`src/common/pdsc_pkg.sv`:
```
package pdsc_pkg;

  // ---------------------------------------------------------------
  // Register offsets, page 0
  // ---------------------------------------------------------------
  localparam logic [7:0] OFS_PAGE_SELECT = 8'h00;
  localparam logic [7:0] OFS_PLL_FRACTION_HIGH = 8'h05;
  localparam logic [7:0] OFS_PLL_FRACTION_LOW = 8'h06;
  localparam logic [7:0] OFS_DATAPATH_SETUP = 8'h07;
  localparam logic [7:0] OFS_SERIAL_PORT_CONTROL_A = 8'h08;

  // ---------------------------------------------------------------
  // Reset values
  // ---------------------------------------------------------------
  localparam logic [7:0] RST_PLL_FRACTION_HIGH = 8'h00;
  localparam logic [5:0] RST_PLL_FRACTION_LOW = 6'h00;
  localparam logic [7:0] RST_DATAPATH_SETUP = 8'h00;
  localparam logic [7:0] RST_SERIAL_PORT_CONTROL_A = 8'h00;
  localparam logic RST_PAGE = 1'b0;

  // ---------------------------------------------------------------
  // Field positions
  // ---------------------------------------------------------------
  localparam int FRAC_LOW_LSB = 2;
  localparam int DP_REF_RATE = 7;
  localparam int DP_ADC_DUAL = 6;
  localparam int DP_DAC_DUAL = 5;
  localparam int DP_LEFT_LSB = 3;
  localparam int DP_RIGHT_LSB = 1;
  localparam int SP_BIT_MASTER = 7;
  localparam int SP_WORD_MASTER = 6;
  localparam int SP_TRISTATE = 5;
  localparam int SP_KEEP_CLOCKS = 4;
  localparam int SP_EFFECT_3D = 2;
  localparam int SP_DMIC_LSB = 0;

  // ---------------------------------------------------------------
  // Field codes
  // ---------------------------------------------------------------
  localparam logic [1:0] ROUTE_MUTE = 2'h0;
  localparam logic [1:0] DMIC_OFF = 2'h0;
  localparam logic [1:0] DMIC_OSR128 = 2'h1;
  localparam logic [1:0] DMIC_OSR64 = 2'h2;
  localparam logic [7:0] OSR_128 = 8'h80;
  localparam logic [7:0] OSR_64 = 8'h40;
  localparam logic [7:0] OSR_32 = 8'h20;

  // ---------------------------------------------------------------
  // Serial clock generation
  // ---------------------------------------------------------------
  localparam int BIT_CLK_HALF_CYCLES = 4;
  localparam int BITS_PER_WORD_HALF = 32;

endpackage : pdsc_pkg

```
`src/core/pdsc_i2c_slave.sv`:
```
`timescale 1ns/10ps
module pdsc_i2c_slave #(
  parameter logic [6:0] DEV_ADDR = 7'h2A // Arbitrary value
) (
  input wire logic clk,
  input wire logic rst,
  input wire logic scl_pin,
  input wire logic sda_pin,
  output logic sda_oe,
  output logic [7:0] reg_ptr,
  output logic wr_en,
  output logic [7:0] wr_data,
  input wire logic [7:0] rd_data
);

  typedef enum logic [4:0] {
    S_IDLE = 5'b00001,
    S_RX = 5'b00010,
    S_ACK = 5'b00100,
    S_TX = 5'b01000,
    S_RACK = 5'b10000
  } pdsc_i2c_e;

  // ---------------------------------------------------------------
  // Pin synchronisers and edge detection
  // ---------------------------------------------------------------
  logic scl_m, scl_s, scl_p, sda_m, sda_s, sda_p;
  always_ff @(posedge clk or posedge rst) begin
    if (rst) begin
      {scl_m, scl_s, scl_p} <= 3'h7;
      {sda_m, sda_s, sda_p} <= 3'h7;
    end else begin
      {scl_m, scl_s, scl_p} <= {scl_pin, scl_m, scl_s};
      {sda_m, sda_s, sda_p} <= {sda_pin, sda_m, sda_s};
    end
  end

  logic scl_rise, scl_fall, start_c, stop_c;
  assign scl_rise = scl_s & ~scl_p;
  assign scl_fall = ~scl_s & scl_p;
  assign start_c = scl_s & scl_p & sda_p & ~sda_s;
  assign stop_c = scl_s & scl_p & ~sda_p & sda_s;

  // ---------------------------------------------------------------
  // Byte engine
  // ---------------------------------------------------------------
  pdsc_i2c_e state;
  logic [1:0] phase; // 0 address, 1 pointer, 2 data
  logic [3:0] cnt;
  logic [7:0] sh;
  logic is_read, master_ack;

  always_ff @(posedge clk or posedge rst) begin
    if (rst) begin
      state <= S_IDLE;
      phase <= 2'h0;
      cnt <= 4'h0;
      sh <= 8'h00;
      is_read <= 1'b0;
      master_ack <= 1'b0;
      sda_oe <= 1'b0;
      reg_ptr <= 8'h00;
      wr_en <= 1'b0;
      wr_data <= 8'h00;
    end else begin
      wr_en <= 1'b0;
      if (start_c) begin
        state <= S_RX;
        phase <= 2'h0;
        cnt <= 4'h0;
        sda_oe <= 1'b0;
      end else if (stop_c) begin
        state <= S_IDLE;
        sda_oe <= 1'b0;
      end else begin
        case (state)
          S_IDLE: begin
            sda_oe <= 1'b0;
          end
          S_RX: begin
            if (scl_rise && cnt < 4'h8) begin
              sh <= {sh[6:0], sda_s};
              cnt <= cnt + 4'h1;
            end else if (scl_fall && cnt == 4'h8) begin
              cnt <= 4'h0;
              if (phase == 2'h0) begin
                if (sh[7:1] == DEV_ADDR) begin
                  is_read <= sh[0];
                  sda_oe <= 1'b1;
                  state <= S_ACK;
                end else begin
                  state <= S_IDLE;
                end
              end else begin
                if (phase == 2'h1) begin
                  reg_ptr <= sh;
                end else begin
                  wr_data <= sh;
                  wr_en <= 1'b1;
                end
                sda_oe <= 1'b1;
                state <= S_ACK;
              end
            end
          end
          S_ACK: begin
            if (scl_fall) begin
              if (phase == 2'h0 && is_read) begin
                sda_oe <= ~rd_data[7];
                sh <= {rd_data[6:0], 1'b0};
                reg_ptr <= reg_ptr + 8'h01;
                cnt <= 4'h1;
                state <= S_TX;
              end else begin
                if (phase == 2'h2) begin
                  reg_ptr <= reg_ptr + 8'h01;
                end
                phase <= (phase == 2'h0) ? 2'h1 : 2'h2;
                sda_oe <= 1'b0;
                state <= S_RX;
              end
            end
          end
          S_TX: begin
            if (scl_fall) begin
              if (cnt == 4'h8) begin
                sda_oe <= 1'b0;
                state <= S_RACK;
              end else begin
                sda_oe <= ~sh[7];
                sh <= {sh[6:0], 1'b0};
                cnt <= cnt + 4'h1;
              end
            end
          end
          S_RACK: begin
            if (scl_rise) begin
              master_ack <= ~sda_s;
            end else if (scl_fall) begin
              if (master_ack) begin
                sda_oe <= ~rd_data[7];
                sh <= {rd_data[6:0], 1'b0};
                reg_ptr <= reg_ptr + 8'h01;
                cnt <= 4'h1;
                state <= S_TX;
              end else begin
                state <= S_IDLE;
              end
            end
          end
          default: begin
            state <= S_IDLE;
          end
        endcase
      end
    end
  end

endmodule : pdsc_i2c_slave

```
`src/core/pdsc_config_bank.sv`:
```
`timescale 1ns/10ps
// How it works
// [RULE1] Fraction high register holds the upper eight of fourteen fraction bits.
// [RULE2] Fraction low register bits 7..2 hold the lower six fraction bits.
// [RULE3] Host never programs a fraction above 9999.
// [RULE4] Host writes high register then low register on every fraction change.
// [RULE5] The combined fraction reaches the PLL when the low register is written.
// [RULE6] Low register bits 1..0 are read-only zero; host writes zeros.
// [RULE7] Data-path bit 7 picks the AGC reference rate: 48 kHz or 44.1 kHz.
// [RULE8] Data-path bit 6 enables ADC dual-rate mode.
// [RULE9] Data-path bit 5 enables DAC dual-rate mode.
// [RULE10] Host keeps ADC dual-rate equal to DAC dual-rate.
// [RULE11] Bits 4..3 route the left DAC: mute, left, right, mono mix.
// [RULE12] Bits 2..1 route the right DAC: mute, right, left, mono mix.
// [RULE13] Host writes zero to data-path bit 0.
// [RULE14] Serial bit 7 makes the bit clock pin an output in master mode.
// [RULE15] Serial bit 6 makes the word clock pin an output in master mode.
// [RULE16] Serial bit 5 floats data output whenever no valid data is sent.
// [RULE17] Serial bit 4 keeps master clocks running while the codec is down.
// [RULE18] Host leaves serial bit 3 unwritten.
// [RULE19] Serial bit 2 enables the 3-D effect.
// [RULE20] Serial bits 1..0 set microphone mode: off, or oversampling 128, 64, 32.
// [RULE21] Every register is eight bits wide, reached over the I2C bus.
// [RULE22] These registers sit on page 0, chosen by page-select bit zero.
module pdsc_config_bank #(
  parameter logic [6:0] DEV_ADDR = 7'h2A, // Arbitrary value
  parameter int BIT_CLK_HALF = pdsc_pkg::BIT_CLK_HALF_CYCLES,
  parameter int WORD_HALF_BITS = pdsc_pkg::BITS_PER_WORD_HALF
) (
  input wire logic CORE_CLK,
  input wire logic SYS_RST,
  input wire logic SCL_IN,
  input wire logic SDA_IN,
  output logic SDA_OUT,
  output logic SDA_OE,
  output logic [13:0] PLL_FRACTION,
  output logic AGC_REF_44K1,
  output logic ADC_DUAL_RATE,
  output logic DAC_DUAL_RATE,
  output logic [1:0] LEFT_DAC_ROUTE,
  output logic [1:0] RIGHT_DAC_ROUTE,
  output logic EFFECT_3D_EN,
  output logic DMIC_EN,
  output logic [7:0] DMIC_OVERSAMPLE,
  input wire logic CODEC_POWERED,
  input wire logic USE_ALT_BIT_CLK,
  input wire logic USE_ALT_WORD_CLK,
  input wire logic BIT_CLK_IN,
  output logic BIT_CLK_OUT,
  output logic BIT_CLK_OE,
  input wire logic ALT_BIT_CLK_PIN_IN,
  output logic ALT_BIT_CLK_PIN_OUT,
  output logic ALT_BIT_CLK_PIN_OE,
  input wire logic WORD_CLK_IN,
  output logic WORD_CLK_OUT,
  output logic WORD_CLK_OE,
  input wire logic ALT_WORD_CLK_PIN_IN,
  output logic ALT_WORD_CLK_PIN_OUT,
  output logic ALT_WORD_CLK_PIN_OE,
  output logic BIT_TICK,
  output logic FRAME_TICK,
  input wire logic TX_DATA,
  input wire logic TX_VALID,
  output logic SDOUT_OUT,
  output logic SDOUT_OE
);

  if (BIT_CLK_HALF < 1 || BIT_CLK_HALF > 255 || WORD_HALF_BITS < 1 || WORD_HALF_BITS > 255) begin : g_bad_divider
    $error("pdsc_config_bank: clock divider parameters out of range");
  end

  function automatic logic [7:0] osr_of(input logic [1:0] code);
    case (code)
      pdsc_pkg::DMIC_OFF: osr_of = 8'h00;
      pdsc_pkg::DMIC_OSR128: osr_of = pdsc_pkg::OSR_128;
      pdsc_pkg::DMIC_OSR64: osr_of = pdsc_pkg::OSR_64;
      default: osr_of = pdsc_pkg::OSR_32;
    endcase
  endfunction : osr_of

  // ---------------------------------------------------------------
  // Control bus
  // ---------------------------------------------------------------
  logic [7:0] reg_ptr, wr_data, rd_data;
  logic wr_en, sda_oe;

  pdsc_i2c_slave #(.DEV_ADDR(DEV_ADDR)) u_i2c (
    .clk(CORE_CLK),
    .rst(SYS_RST),
    .scl_pin(SCL_IN),
    .sda_pin(SDA_IN),
    .sda_oe(sda_oe),
    .reg_ptr(reg_ptr),
    .wr_en(wr_en),
    .wr_data(wr_data),
    .rd_data(rd_data)
  );

  assign SDA_OUT = 1'b0;
  assign SDA_OE = sda_oe;

  // ---------------------------------------------------------------
  // Register file
  // ---------------------------------------------------------------
  logic page;
  logic [7:0] frac_high;
  logic [5:0] frac_low;
  logic [7:0] datapath;
  logic [7:0] serctl;
  logic on_page0;
  assign on_page0 = ~page;

  always_ff @(posedge CORE_CLK or posedge SYS_RST) begin
    if (SYS_RST) begin
      page <= pdsc_pkg::RST_PAGE;
    end else if (wr_en && reg_ptr == pdsc_pkg::OFS_PAGE_SELECT) begin
      page <= wr_data[0]; // [RULE22]
    end
  end

  always_ff @(posedge CORE_CLK or posedge SYS_RST) begin
    if (SYS_RST) begin
      frac_high <= pdsc_pkg::RST_PLL_FRACTION_HIGH;
      frac_low <= pdsc_pkg::RST_PLL_FRACTION_LOW;
      datapath <= pdsc_pkg::RST_DATAPATH_SETUP;
      serctl <= pdsc_pkg::RST_SERIAL_PORT_CONTROL_A;
    end else if (wr_en && on_page0) begin
      case (reg_ptr) // [RULE21]
        pdsc_pkg::OFS_PLL_FRACTION_HIGH: frac_high <= wr_data; // [RULE1]
        pdsc_pkg::OFS_PLL_FRACTION_LOW: frac_low <= wr_data[7:pdsc_pkg::FRAC_LOW_LSB]; // [RULE2]
        pdsc_pkg::OFS_DATAPATH_SETUP: datapath <= {wr_data[7:1], 1'b0};
        pdsc_pkg::OFS_SERIAL_PORT_CONTROL_A: serctl <= wr_data;
        default: begin
        end
      endcase
    end
  end

  // Fraction moves to the PLL as one word on the low-half write
  always_ff @(posedge CORE_CLK or posedge SYS_RST) begin
    if (SYS_RST) begin
      PLL_FRACTION <= {pdsc_pkg::RST_PLL_FRACTION_HIGH, pdsc_pkg::RST_PLL_FRACTION_LOW};
    end else if (wr_en && on_page0 && reg_ptr == pdsc_pkg::OFS_PLL_FRACTION_LOW) begin
      PLL_FRACTION <= {frac_high, wr_data[7:pdsc_pkg::FRAC_LOW_LSB]}; // [RULE5] [RULE4]
    end
  end

  always_comb begin
    rd_data = 8'h00;
    if (reg_ptr == pdsc_pkg::OFS_PAGE_SELECT) begin
      rd_data = {7'h00, page};
    end else if (on_page0) begin
      case (reg_ptr)
        pdsc_pkg::OFS_PLL_FRACTION_HIGH: rd_data = frac_high;
        pdsc_pkg::OFS_PLL_FRACTION_LOW: rd_data = {frac_low, 2'h0}; // [RULE6]
        pdsc_pkg::OFS_DATAPATH_SETUP: rd_data = datapath;
        pdsc_pkg::OFS_SERIAL_PORT_CONTROL_A: rd_data = serctl;
        default: rd_data = 8'h00;
      endcase
    end
  end

  // ---------------------------------------------------------------
  // Data-path and effect controls
  // ---------------------------------------------------------------
  assign AGC_REF_44K1 = datapath[pdsc_pkg::DP_REF_RATE]; // [RULE7]
  assign ADC_DUAL_RATE = datapath[pdsc_pkg::DP_ADC_DUAL]; // [RULE8]
  assign DAC_DUAL_RATE = datapath[pdsc_pkg::DP_DAC_DUAL]; // [RULE9]
  assign LEFT_DAC_ROUTE = datapath[pdsc_pkg::DP_LEFT_LSB +: 2]; // [RULE11]
  assign RIGHT_DAC_ROUTE = datapath[pdsc_pkg::DP_RIGHT_LSB +: 2]; // [RULE12]
  assign EFFECT_3D_EN = serctl[pdsc_pkg::SP_EFFECT_3D]; // [RULE19]

  always_ff @(posedge CORE_CLK or posedge SYS_RST) begin
    if (SYS_RST) begin
      DMIC_EN <= 1'b0;
      DMIC_OVERSAMPLE <= 8'h00;
    end else begin
      DMIC_EN <= serctl[pdsc_pkg::SP_DMIC_LSB +: 2] != pdsc_pkg::DMIC_OFF; // [RULE20]
      DMIC_OVERSAMPLE <= osr_of(serctl[pdsc_pkg::SP_DMIC_LSB +: 2]); // [RULE20]
    end
  end

  // ---------------------------------------------------------------
  // Serial clock pins
  // ---------------------------------------------------------------
  logic bit_master, word_master, run_clocks;
  assign bit_master = serctl[pdsc_pkg::SP_BIT_MASTER];
  assign word_master = serctl[pdsc_pkg::SP_WORD_MASTER];
  assign run_clocks = CODEC_POWERED | serctl[pdsc_pkg::SP_KEEP_CLOCKS]; // [RULE17]

  logic [7:0] div_cnt, bit_cnt;
  logic gen_bclk, gen_wclk, gen_rise;
  always_ff @(posedge CORE_CLK or posedge SYS_RST) begin
    if (SYS_RST) begin
      div_cnt <= 8'h00;
      bit_cnt <= 8'h00;
      gen_bclk <= 1'b0;
      gen_wclk <= 1'b0;
      gen_rise <= 1'b0;
    end else begin
      gen_rise <= 1'b0;
      if (run_clocks && (bit_master || word_master)) begin // [RULE17]
        if (div_cnt == 8'(BIT_CLK_HALF - 1)) begin
          div_cnt <= 8'h00;
          gen_bclk <= ~gen_bclk;
          if (!gen_bclk) begin
            gen_rise <= 1'b1;
            if (bit_cnt == 8'(WORD_HALF_BITS - 1)) begin
              bit_cnt <= 8'h00;
              gen_wclk <= ~gen_wclk;
            end else begin
              bit_cnt <= bit_cnt + 8'h01;
            end
          end
        end else begin
          div_cnt <= div_cnt + 8'h01;
        end
      end
    end
  end

  always_ff @(posedge CORE_CLK or posedge SYS_RST) begin
    if (SYS_RST) begin
      BIT_CLK_OUT <= 1'b0;
      BIT_CLK_OE <= 1'b0;
      ALT_BIT_CLK_PIN_OUT <= 1'b0;
      ALT_BIT_CLK_PIN_OE <= 1'b0;
      WORD_CLK_OUT <= 1'b0;
      WORD_CLK_OE <= 1'b0;
      ALT_WORD_CLK_PIN_OUT <= 1'b0;
      ALT_WORD_CLK_PIN_OE <= 1'b0;
    end else begin
      BIT_CLK_OUT <= gen_bclk;
      ALT_BIT_CLK_PIN_OUT <= gen_bclk;
      WORD_CLK_OUT <= gen_wclk;
      ALT_WORD_CLK_PIN_OUT <= gen_wclk;
      BIT_CLK_OE <= bit_master & ~USE_ALT_BIT_CLK; // [RULE14]
      ALT_BIT_CLK_PIN_OE <= bit_master & USE_ALT_BIT_CLK; // [RULE14]
      WORD_CLK_OE <= word_master & ~USE_ALT_WORD_CLK; // [RULE15]
      ALT_WORD_CLK_PIN_OE <= word_master & USE_ALT_WORD_CLK; // [RULE15]
    end
  end

  // Slave clocks come from pins; two flops before any edge logic
  logic bclk_m, bclk_s, bclk_p, wclk_m, wclk_s, wclk_p, gen_wclk_p;
  always_ff @(posedge CORE_CLK or posedge SYS_RST) begin
    if (SYS_RST) begin
      {bclk_m, bclk_s, bclk_p} <= 3'h0;
      {wclk_m, wclk_s, wclk_p} <= 3'h0;
      gen_wclk_p <= 1'b0;
    end else begin
      bclk_m <= USE_ALT_BIT_CLK ? ALT_BIT_CLK_PIN_IN : BIT_CLK_IN;
      wclk_m <= USE_ALT_WORD_CLK ? ALT_WORD_CLK_PIN_IN : WORD_CLK_IN;
      {bclk_s, bclk_p} <= {bclk_m, bclk_s};
      {wclk_s, wclk_p} <= {wclk_m, wclk_s};
      gen_wclk_p <= gen_wclk;
    end
  end

  always_ff @(posedge CORE_CLK or posedge SYS_RST) begin
    if (SYS_RST) begin
      BIT_TICK <= 1'b0;
      FRAME_TICK <= 1'b0;
    end else begin
      BIT_TICK <= bit_master ? gen_rise : (bclk_s & ~bclk_p);
      FRAME_TICK <= word_master ? (gen_wclk & ~gen_wclk_p) : (wclk_s & ~wclk_p);
    end
  end

  // ---------------------------------------------------------------
  // Serial data output
  // ---------------------------------------------------------------
  always_ff @(posedge CORE_CLK or posedge SYS_RST) begin
    if (SYS_RST) begin
      SDOUT_OUT <= 1'b0;
      SDOUT_OE <= 1'b0;
    end else begin
      SDOUT_OUT <= TX_DATA;
      SDOUT_OE <= ~serctl[pdsc_pkg::SP_TRISTATE] | TX_VALID; // [RULE16]
    end
  end
endmodule : pdsc_config_bank

```
`config.mk`:
```
export PLATFORM = sky130hd
export DESIGN_NAME = pdsc_config_bank
export DESIGN_NICKNAME = d
export VERILOG_FILES = /design/src/common/pdsc_pkg.sv /design/src/core/pdsc_i2c_slave.sv /design/src/core/pdsc_config_bank.sv
export SDC_FILE = /design/constraint.sdc
export NUM_CORES = 1
export LEC_CHECK = 0
export BUFFER_PORTS_ARGS = -buffer_cell sky130_fd_sc_hd__buf_2
export CELL_PAD_IN_SITES_DETAIL_PLACEMENT = 1
export CELL_PAD_IN_SITES_GLOBAL_PLACEMENT = 1
export CORE_AREA = 2 2 111 113
export DETAILED_ROUTE_END_ITERATION = 10
export DIE_AREA = 0 0 113 115
export GPL_TIMING_DRIVEN = 0
export PLACE_DENSITY = 0.89
export SLEW_MARGIN = 20
export SYNTH_ARGS = -nofsm -noshare
export SYNTH_HDL_FRONTEND = slang
export SYNTH_SLANG_ARGS = --single-unit
```
`constraint.sdc`:
```
create_clock -name CORE_CLK -period 8.13 [get_ports CORE_CLK]
set_input_delay 0.813 -clock CORE_CLK [delete_from_list [all_inputs] [get_ports CORE_CLK]]
set_output_delay 0.813 -clock CORE_CLK [all_outputs]
set_load 0.02 [all_outputs]
```
* Yosys cells after proc, flatten, opt, wreduce, memory -nomap -nowiden *
Index checks and enable logic that the tools add are counted.

word-level totals
  register bits after elaboration = 133
  bits of input ports = 13

cells by class
  multiplexer cells = 86
  reductions and logical operators = 34
  magnitude comparators = 1
  bitwise logic cells = 36
  add/sub/neg operators = 4
  eq/ne operators = 50

operators by type and width
  kind                   number
  $mux W8                22
  $pmux W8 S4            2
  $mux W4                13
  $pmux W8 S3            2
  $mux W5                9
  $ne A4 B1 Y1 const B   7
  $mux W1                27
  $pmux W5 S5            1
  $add A8 B1 Y8 const B  3
  $eq A8 B3 Y1 const B   3
  $ne A3 B1 Y1 const B   7
  $ne A2 B1 Y1 const B   10
  $not A1 Y1             20
  $pmux W4 S4            1
  $and A1 B1 Y1          14
  $reduce_and A7 Y1      2
  $mux W2                6
  $reduce_and A12 Y1     1
  $reduce_and A4 Y1      3
  $reduce_and A11 Y1     1
  $reduce_and A10 Y1     1
  $reduce_and A2 Y1      5
  $reduce_and A9 Y1      1
  $eq A8 B2 Y1 const B   1
  other kinds (33)       49

* Depth between registers and ports, before layout *
Gate-level depths: netlist of the first run.

  word-level depth = 11
  mapped depth = 9
  depth with buffers taken out = 7

* Modules after synthesis *
Synthesis of the first run repeated with hierarchy kept, for this count alone.

second synthesis, totals
  cell total of the unflattened synthesis = 544
  area total of the unflattened synthesis = 6238.5 µm²

modules (own cells, without submodules)
  module            seq. area each (µm²)  instances  cells each  area an instance (µm²)
  pdsc_config_bank  1926.8                1          253         3367.0
  pdsc_i2c_slave    1134.8                1          291         2871.5

* Worst setup path before layout of the first run *
OpenSTA, ideal clock, no wires.

  path kind = register to register
  start point = register u_i2c.state[2]
  end point = register u_i2c.sh[0]
  cell stages (with the launch flop) = 7
  setup time = 0.125 ns
  arrival = 2.074 ns
  clock period less this slack = 2.198 ns
  path slack = 5.932 ns
  required time = 8.005 ns
  cells stage by stage = dfrtp_1 -> buf_6 -> or4b_4 -> o31a_1 -> o221a_2 -> nand4_4 -> mux2_2

between the ends
  word-level cells in the longest chain between the ends = 3

ends and longest elaborated chain
  element                                         RTL line               source
  start, declared                                 pdsc_i2c_slave.sv:47   pdsc_i2c_e state;
  start signal, assigned                          pdsc_i2c_slave.sv:55   state <= S_IDLE;
  start signal, assigned                          pdsc_i2c_slave.sv:68   state <= S_RX;
  start signal, assigned                          pdsc_i2c_slave.sv:73   state <= S_IDLE;
  $eq A5 B5 Y1 (tied with other cells)            pdsc_i2c_slave.sv:76   case (state)
  $ne A2 B2 Y1 (no line) (tied with other cells)  -
  $reduce_and A11 Y1 (no line)                    -
  end signal, assigned                            pdsc_i2c_slave.sv:82   sh <= {sh[6:0], sda_s};
  end signal, assigned                            pdsc_i2c_slave.sv:110  sh <= {rd_data[6:0], 1'b0};
  end signal, assigned                            pdsc_i2c_slave.sv:131  sh <= {sh[6:0], 1'b0};
  end, declared                                   pdsc_i2c_slave.sv:50   logic [7:0] sh;

Parallel ways exist; a longest one is shown, timed or not.
A chain may end at the register's enable or synchronous reset.

* Final worst setup path of the first run *
  start point = register u_i2c.state[3]
  end point = register u_i2c.sh[5]

Same word-level chain as after synthesis.

==> results of run 1 <==
==> worst register-to-register path, stage by stage (launching register included) <==
cell and delay [ns]:
dfrtp_1 0.40, buf_2 0.21, o21ai_0 0.33, o211ai_1 0.25, a21oi_1 0.72, nand4_4 0.36
mux2_2 0.38
==> routing by layer <==
layer,routed length (µm),vias up
met3,827,64
met5,0,-
met4,699,0
met1,6300,2338
met2,8760,205
li1,-,1979
==> sequential cells by signal, indices dropped and copies added, names as in the netlist, 2 cells and up <==
name / flops
serctl: 8
u_i2c.phase: 2
u_i2c.cnt: 4
u_i2c.sh: 8
div_cnt: 8
u_i2c.wr_data: 8
datapath: 7
PLL_FRACTION: 9
bit_cnt: 8
frac_low: 5
u_i2c.reg_ptr: 8
u_i2c.state: 5
DMIC_OVERSAMPLE: 3
frac_high: 8
==> cell type report <==
type / count / area [µm²]
Clock buffer: 19 / 453
Clock inverter: 13 / 118
Tap cell: 147 / 184
Fill cell: 1208 / 4970
Multi-Input combinational cell: 333 / 2540
Inverter: 12 / 50.0
Timing Repair Buffer: 52 / 283
Buffer: 29 / 153
Sequential cell: 122 / 3060
==> logic make-up (layout without fill, tap and decap cells) <==
group	Yosys count	count (layout)	synth area share, %
flip-flops	122	122	53.0
other	1	6	0.0649
multiplexers	69	69	13.3
AO/OA/AOI/OAI	87	87	11.7
adder cells (fa/ha/maj)	8	8	1.73
buffers and inverters	41	125	3.42
XOR/XNOR	15	15	2.27
AND/OR/NAND/NOR	148	148	14.5
==> metrics by stage <==
step                setup slack, ns  instance area, µm²  std cells  util (%)
finish                         5.38                6850        727      58.0
global route                   5.24                6850        727      58.0
CTS                            5.47                6840        727      57.9
detailed placement             5.54                6270        695      53.1
global placement               2.93                6230        694      52.8
floorplan                      4.09                5790        496         -
==> layout by cell type (no fill, tap or decap), types with 4 or more instances in the layout <==
master	count
dfrtp_1	115
mux2_2	62
buf_2	56
nor2_1	27
nand3_1	22
nand2_1	20
clkbuf_16	17
o21ai_0	14
clkbuf_1	13
xnor2_1	12
nor3_1	11
inv_1	11
nor2b_1	9
nand4_1	9
a31oi_1	8
ha_1	8
buf_4	8
o2bb2ai_1	7
mux2i_1	7
dfstp_2	7
a222oi_1	6
and3_1	6
a22o_1	6
and2_1	6
nor4_1	6
conb_1	6
nand2b_1	5
nor3b_1	5
a2bb2oi_1	5
o22ai_1	4
clkinv_2	4
clkinvlp_4	4
==> power by group through the flow <==
stage          clock network, mW  logic, mW  registers [mW]
2_1_floorplan                  0     0.0705           0.643
3_3_place_gp                   0     0.0928           0.646
3_5_place_dp                   0     0.0979           0.647
4_1_cts                    0.730      0.101           0.637
5_1_grt                    0.758      0.112           0.639
6_report                   0.723      0.102           0.638
==> worst paths after layout <==
path	start	depth (start not counted)	slack (ns)	to
max	u_i2c.state[3]	6	5.38	u_i2c.sh[5]
min	u_i2c.scl_m	0	0.35	u_i2c.scl_s
max reg2reg	u_i2c.state[3]	6	5.38	u_i2c.sh[5]
min reg2reg	u_i2c.scl_m	0	0.35	u_i2c.scl_s
max in group asynchronous	SYS_RST	3	7.01	u_i2c.reg_ptr[4]
min in group asynchronous	SYS_RST	2	0.43	frac_low[2]
==> results.md, run 1 <==
- Final Max Slew Viols: 0
- Buffers & Inverters on Critical Path: 1
- Clock Latency Late Sink: 0.42 ns
- Met2 GRT Util: 47.9%
- Max-slew headroom: 40.4%
- Post-synth EDFFs: 0
- Avg Cell Area, Syn: 11.8 µm²
- Global routing's busiest layer: met2
- Initial Util: 48.9%
- Layout area overhead: 18.5%
- Net count, final: 588
- #FFs+latches synth: 122
- Die H: 115 µm
- Clock share of power: 49.4%
- Final hold slack: 0.355 ns
- First-pass GRT wire length: 27,100 µm
- Post-DP HPWL: 11,000 µm
- WL/cell: 22.8 µm
- Core Footprint: 11,800 µm²
- M1 GR Usage: 31.0%
- Most numerous cell in the Yosys netlist: dfrtp_1
- Combinational share of power: 7.0%
- Switching power total: 0.367 mW
- Worst VDD drop: 0.174 mV
- Setup_tns: 0 ns
- # H-tree levels: 4
- CTS tree: built
- Final Hold Fails: 0
- Grt total ovfl: 0
- Number of global-route vias before repair: 5,092
- Worst EP required: 8.43 ns
- Total global-route track usage: 27.0%
- Antenna fix cells: 0
- Die ar.: 13,000 µm²
- Crit-path cells: buf_2, o21ai_0, o211ai_1, a21oi_1, nand4_4, mux2_2
- Leak Pwr: 3.25 nW
- Residual DRC: 0
- Sequential element share of the synthesized area: 53.0%
- Root buffer cell: clkbuf_16
- WP data arrival: 3.05 ns
- Post-CTS setup buffer count: 0
- Final Power: 1.46 mW
- Sequential Power Share: 43.6%
- DR vias: 4,586
- Power Internal: 1.10 mW
- Drt pass-1 iters: 5
- RSZ-0062 raised after global routing: false
- Post-CTS Resized: 0
- Sw Share: 25.1%
- CTS Sinks: 122
- Synth Cell Area: 5780 µm²
- CP startpoint kind: flop
- Fmax: 364 MHz
- Clock period minus worst slack: 2.75 ns
- Count of different cell masters after synthesis: 67
- Die width: 113 µm
- WL final: 16,600 µm
- Top cells by area, synth: dfrtp_1, mux2_2, dfstp_2
- Crit path max fanout: 10
- # IOs: 58
- Largest net degree at the start of global routing: 71
- Antenna viol nets, final: 0
- Slowest cell on crit path: a21oi_1
- Iteration-0 DRC Markers: 299
- Min-delay worst type: reg2reg
- Crit end category: flop
- Via density: 6.31
- P per Cell Area: 214 nW/µm²
- CTS max path bufs: 2
- Post-Route Skew: 0.00887 ns
- Final count of negative-setup-slack endpoints: 0
- Largest delay share family, worst path: compound AO/OA/AOI/OAI gates
- Std-Cell Rows: 40
- PortBufs: 51
- Cells after Synth: 491
- Status: finished clean
- Max Cap Viol: 0
- Max incr delay on CP: 0.72 ns
- Ratio of cells with drive above 1 in the final layout: 30.7%
- Post-synth top cells: dfrtp_1, mux2_2, nor2_1
- Yosys warnings: 0
- Most used DFF post-synth: dfrtp_1
- Top cell type's share of synthesized area: 49.8%
- GP Congestion: 0.910
- GR Layer Usage met3: 5.17%
- Yosys top cell by area: dfrtp_1
- Tcrit/Tclk final: 33.8%
- Worst slew pin tran: 0.888 ns
- Worst-path clk slew: 0.06 ns
- CTS Buf Count: 17
- Crit Path Category: reg2reg
- Hold_buf cts: 0
- Initial antenna violation count: 0
- Post-synthesis async set-or-reset flop share: 100%
Power figures use the tool's default switching activity.
==> inputs of run 2 (changes only) <==
ABC_AREA = 1   (was unset)
CORE_AREA = 2 2 118 120   (was 2 2 111 113)
DIE_AREA = 0 0 120 122   (was 0 0 113 115)
PLACE_DENSITY = 0.85   (was 0.89)
clock period = 2.6 ns   (was 8.13 ns; I/O delays follow)
==> run 2 against run 1 <==
Maximum frequency up 28%. Worst hold slack worse by 0.32 ns. Non-clock buffer count down 3. Wire length down 2.1%. Synthesized cell count up 41%. Critical endpoint is now serctl[0]. Largest power group unchanged. Highest routed layer unchanged.
==> results.md, run 2 <==
- Status: finished clean
- # IOs: 58
- Residual DRC: 0
- Tcrit/Tclk final: 82.4%
- Post-layout util: 52.0%
- Antenna fix cells: 0
- Final Max Slew Viols: 0
- CTS Sinks: 122
- Sw Share: 25.1%
- Slowest cell on crit path: dfrtp_1
- Ratio of cells with drive above 1 in the final layout: 18.2%
- Final count of negative-setup-slack endpoints: 0
- Post-synth EDFFs: 0
- Iteration-0 DRC Markers: 370
- DP Cell Count: 931
- #FFs+latches synth: 122
- CTS tree: built
- Avg Cell Area, Syn: 8.48 µm²
- Most frequent CP cell: nand2_1
- Initial antenna violation count: 0
- Worst slew pin tran: 0.537 ns
- Largest delay share family, worst path: simple AND/OR/NAND/NOR gates
- Yosys top cell by area: dfrtp_1
- Clock Latency Late Sink: 0.42 ns
- CTS Buf Count: 17
- Antenna viol nets, final: 0
- Count of different cell masters after synthesis: 44
- Post-synthesis async set-or-reset flop share: 100%
- Post-CTS setup buffer count: 0
- WL final: 16,200 µm
- Post-CTS Resized: 0
- Commonest non-fill, non-tap cell in the layout: nand2_1
- Sequential Power Share: 43.7%
- Worst-path clk slew: 0.05 ns
- Worst VDD drop: 0.568 mV
- Die width: 120 µm
- Final hold slack: 0.0343 ns
- Fmax: 467 MHz
- Most numerous cell in the Yosys netlist: nand2_1
- Net count, final: 795
- Power Internal: 3.49 mW
- Post-DP HPWL: 11,800 µm
- Worst EP required: 2.88 ns
- P per Cell Area: 663 nW/µm²
- Crit end category: flop
- DR vias: 5,049
- Number of global-route vias before repair: 5,562
- Max Cap Viol: 0
- Total global-route track usage: 24.1%
- Crit path max fanout: 10
- Final Power: 4.65 mW
- WL/cell: 16.9 µm
- Most used DFF post-synth: dfrtp_1
- Top reg by flops: PLL_FRACTION
- Final Hold Fails: 0
- Max-slew headroom: 64.2%
- Root buffer cell: clkbuf_16
- Clock share of power: 46.4%
- Sequential element share of the synthesized area: 52.2%
- Yosys warnings: 0
- Top cell type's share of synthesized area: 49.1%
- Max reg flops: 9
- Design Area, Final: 7020 µm²
- Via density: 5.25
- Fin worst setup slack: 0.458 ns
- Drt pass-1 iters: 4
- Largest net degree at the start of global routing: 34
- Post-Route Skew: 0.00840 ns
- Grt total ovfl: 0
- Switching power total: 1.17 mW
- PortBufs: 51
- Initial Util: 43.4%
- Post-synth top cells: nand2_1, dfrtp_1, inv_1
- Finished Layout Cells: 962
- # H-tree levels: 4
- WP data arrival: 2.42 ns
- CP startpoint kind: flop
- RSZ-0062 raised after global routing: false
- Min-delay worst type: in2reg
- Layout area overhead: 19.7%
- GP Congestion: 0.906
- Leak Pwr: 3.58 nW
- Worst slack, placed: 0.492 ns
- DP Area: 6450 µm²
- Cells after Synth: 691
- Std-Cell Rows: 43
- Clock period minus worst slack: 2.14 ns
- Crit-path cells: inv_1, ha_1, nand3_1, nor2_4, nand2_1, clkbuf_1, nand2_1, o21ai_1
- Die H: 122 µm
- Combinational share of power: 9.8%
- Die ar.: 14,600 µm²
- Buffers & Inverters on Critical Path: 2
- First-pass GRT wire length: 27,500 µm
- Max incr delay on CP: 0.42 ns
- Synth Cell Area: 5860 µm²
- # fillers: 1,622
- Core Footprint: 13,500 µm²
- CTS max path bufs: 2
- Most frequent cells in the layout: nand2_1, dfrtp_1, inv_1
- Crit Path Category: reg2reg
- Top cells by area, synth: dfrtp_1, nand2_1, inv_1
- Setup_tns: 0 ns
-- run 2: what timing repair did --
action / in CTS / in global routing
endpoints found under the hold margin: 18 / 0
hold buffers: 4 / 0
setup endpoints to repair: 0 / 0
-- run 2: path summary, 6_finish.rpt --
| check | start | end | slack, ns | depth (start not counted) |
|---|---|---|---|---|
| worst max register to register | u_i2c.reg_ptr[0] | serctl[0] | 0.46 | 8 |
| worst max-delay path | u_i2c.reg_ptr[0] | serctl[0] | 0.46 | 8 |
| max in group asynchronous | SYS_RST | serctl[5] | 1.31 | 6 |
| worst min-delay path | TX_VALID | SDOUT_OE | 0.03 | 3 |
| worst min register to register | u_i2c.sda_m | u_i2c.sda_s | 0.36 | 0 |
| min in group asynchronous | SYS_RST | BIT_CLK_OE | 0.40 | 3 |
-- run 2: tightest hold or removal path, stage by stage --
cell and delay (ns):
buf_2 0.08, inv_1 0.03, nand2_1 0.04
-- run 2: area by class of cell --
class                      count  area (µm²)  area share [%]
clock inverter                 3        42.5           0.606
clock buffer                  24         482            6.87
sequential                   122        3060            43.6
inverter                      72         277            3.94
buffer                        19         113            1.61
tap                          180         225            3.21
multi-input combinational    483        2430            34.7
timing repair buffer          59         383            5.46
-- run 2: power by group through the flow --
stage / clock network [mW] / logic [mW] / registers (mW)
after floorplan: 0 / 0.314 / 2.06
after global placement: 0 / 0.400 / 2.06
after detailed placement: 0 / 0.443 / 2.07
after CTS: 2.19 / 0.457 / 2.04
after global routing: 2.27 / 0.521 / 2.05
final: 2.16 / 0.458 / 2.04
-- run 2: per-layer routing --
metal | routed length, µm | track usage, %
met1 | 6750 | 28.0
met2 | 8600 | 43.5
met3 | 587 | 5.43
met4 | 293 | 8.60
met5 | 0 | 0
-- run 2: logic make-up (layout without fill, tap and decap cells) --
group | count (synthesis) | after routing | share of synthesized area (%)
AO/OA/AOI/OAI | 94 | 94 | 8.69
XOR/XNOR | 14 | 14 | 2.09
adder cells (fa/ha/maj) | 8 | 8 | 1.71
buffers and inverters | 91 | 177 | 6.58
flip-flops | 122 | 122 | 52.2
multiplexers | 11 | 11 | 2.11
other | 1 | 6 | 0.0640
AND/OR/NAND/NOR | 350 | 350 | 26.5
==> inputs of run 3 (changes only) <==
clock period = 2 ns   (was 2.6 ns; I/O delays follow)
==> run 3 against run 2 <==
Maximum frequency is 11% higher. Clock power is 30% higher. Design area is 3.0% higher. Register-to-register slack worse by 0.39 ns. Utilization is 1.6 points higher. Sequential power is 30% higher. Combinational power is 43% higher. First-iteration DRC count is 7.8% lower. Via count is 2.6% higher. Sequential cell count stayed put. Global-route usage is 0.23 points higher.
==> results.md, run 3 (synthesized netlist as in run 2, its figures left out) <==
- Status: finished clean
- Post-DP HPWL: 11,800 µm
- Worst VDD drop: 0.739 mV
- Top reg by flops: PLL_FRACTION
- Ratio of cells with drive above 1 in the final layout: 21.0%
- Final Max Slew Viols: 0
- Max Cap Viol: 0
- # H-tree levels: 4
- WP data arrival: 2.28 ns
- Initial antenna violation count: 0
- Tcrit/Tclk final: 96.8%
- Post-Route Skew: 0.00897 ns
- Fmax: 517 MHz
- Grt total ovfl: 0
- Worst-path clk slew: 0.05 ns
- Max reg flops: 9
- Largest net degree at the start of global routing: 34
- DR vias: 5,182
- Drt pass-1 iters: 4
- Iteration-0 DRC Markers: 341
- Initial Util: 43.4%
- # IOs: 58
- CP startpoint kind: flop
- Antenna viol nets, final: 0
- Clock Latency Late Sink: 0.41 ns
- Number of global-route vias before repair: 5,591
- Std-Cell Rows: 43
- Crit end category: flop
- PortBufs: 51
- WL final: 17,000 µm
- Total global-route track usage: 24.3%
- Commonest non-fill, non-tap cell in the layout: nand2_1
- P per Cell Area: 846 nW/µm²
- Min-delay worst type: in2reg
- Core Footprint: 13,500 µm²
- Layout area overhead: 23.4%
- Net count, final: 810
- CTS max path bufs: 2
- # fillers: 1,602
- First-pass GRT wire length: 27,700 µm
- Final Hold Fails: 0
- Die ar.: 14,600 µm²
- Root buffer cell: clkbuf_16
- GP Congestion: 0.906
- Antenna fix cells: 0
- Crit path max fanout: 6
- WL/cell: 17.3 µm
- Die H: 122 µm
- Final count of negative-setup-slack endpoints: 0
- Design Area, Final: 7230 µm²
- Clock period minus worst slack: 1.94 ns
- Setup_tns: 0 ns
- Final Power: 6.12 mW
- Die width: 120 µm
- CTS Buf Count: 17
- CTS tree: built
- CTS Sinks: 122
- DP Area: 6450 µm²
- Final hold slack: 0.0236 ns
- Most frequent cells in the layout: nand2_1, dfrtp_1, inv_1
- Via density: 5.30
- Leak Pwr: 3.68 nW
- Crit Path Category: reg2reg
- Residual DRC: 0
- Worst EP required: 2.35 ns
## run 3: report_power, final
part	internal [mW]	leakage, nW	switching, mW	total [mW]
sequential	2.57	1.63	0.0822	2.65
combinational	0.229	1.80	0.424	0.653
clock	1.77	0.254	1.04	2.81
total	4.57	3.68	1.55	6.12
## run 3: through the flow
stage / util (%) / setup slack, ns / instances
floorplan: - / 0.308 / 696
finish: 53.5 / 0.0649 / 977
detailed placement: 47.8 / -0.108 / 931
global placement: 47.1 / -0.470 / 927
CTS: 52.4 / 0.00317 / 969
global route: 53.5 / -0.0274 / 977
## run 3: path summary, 6_finish.rpt
| path | cells past startpoint | to | startpoint | slack [ns] |
|---|---|---|---|---|
| hold / removal | 2 | wclk_m | ALT_WORD_CLK_PIN_IN | 0.02 |
| max in group asynchronous | 6 | serctl[5] | SYS_RST | 0.76 |
| setup reg to reg | 8 | u_i2c.reg_ptr[3] | u_i2c.scl_p | 0.06 |
| hold reg to reg | 0 | u_i2c.sda_s | u_i2c.sda_m | 0.36 |
| min in group asynchronous | 3 | BIT_CLK_OE | SYS_RST | 0.35 |
| setup / recovery | 8 | u_i2c.reg_ptr[3] | u_i2c.scl_p | 0.06 |
## run 3: what timing repair did
item | 4_1_cts | 5_1_grt
cloned | 0 | 1
pin swaps | 2 | 4
resized for setup | 3 | 16
hold buffers | 6 | 0
endpoints found under the hold margin | 20 | 0
setup endpoints to repair | 22 | 51
buffers inserted | 5 | 7
## run 3: metal layers
metal  track usage [%]  wire (µm)  up-vias
li1                  -          -     2400
met1              28.4       7000     2632
met2              43.9       9100      121
met3              5.43        576       29
met4              8.53        275        0
met5                 0          0        -
## run 3: area by class of cell
type,count,area [µm²],area share (%)
Multi-Input combinational cell,484,2500,34.6
Tap cell,180,225,3.12
Sequential cell,122,3060,42.4
Clock inverter,3,42.5,0.588
Inverter,72,277,3.82
Timing Repair Buffer,73,518,7.17
Clock buffer,24,482,6.66
Buffer,19,119,1.64
## run 3: worst max-delay path, cell delays in order, from the launching register on
cell and delay, ns:
dfstp_2 0.54, nand2_1 0.15, inv_2 0.15, nor2_1 0.08
or2_4 0.29, nor3_4 0.30, buf_4 0.20, nand3_1 0.09
nand2_1 0.08
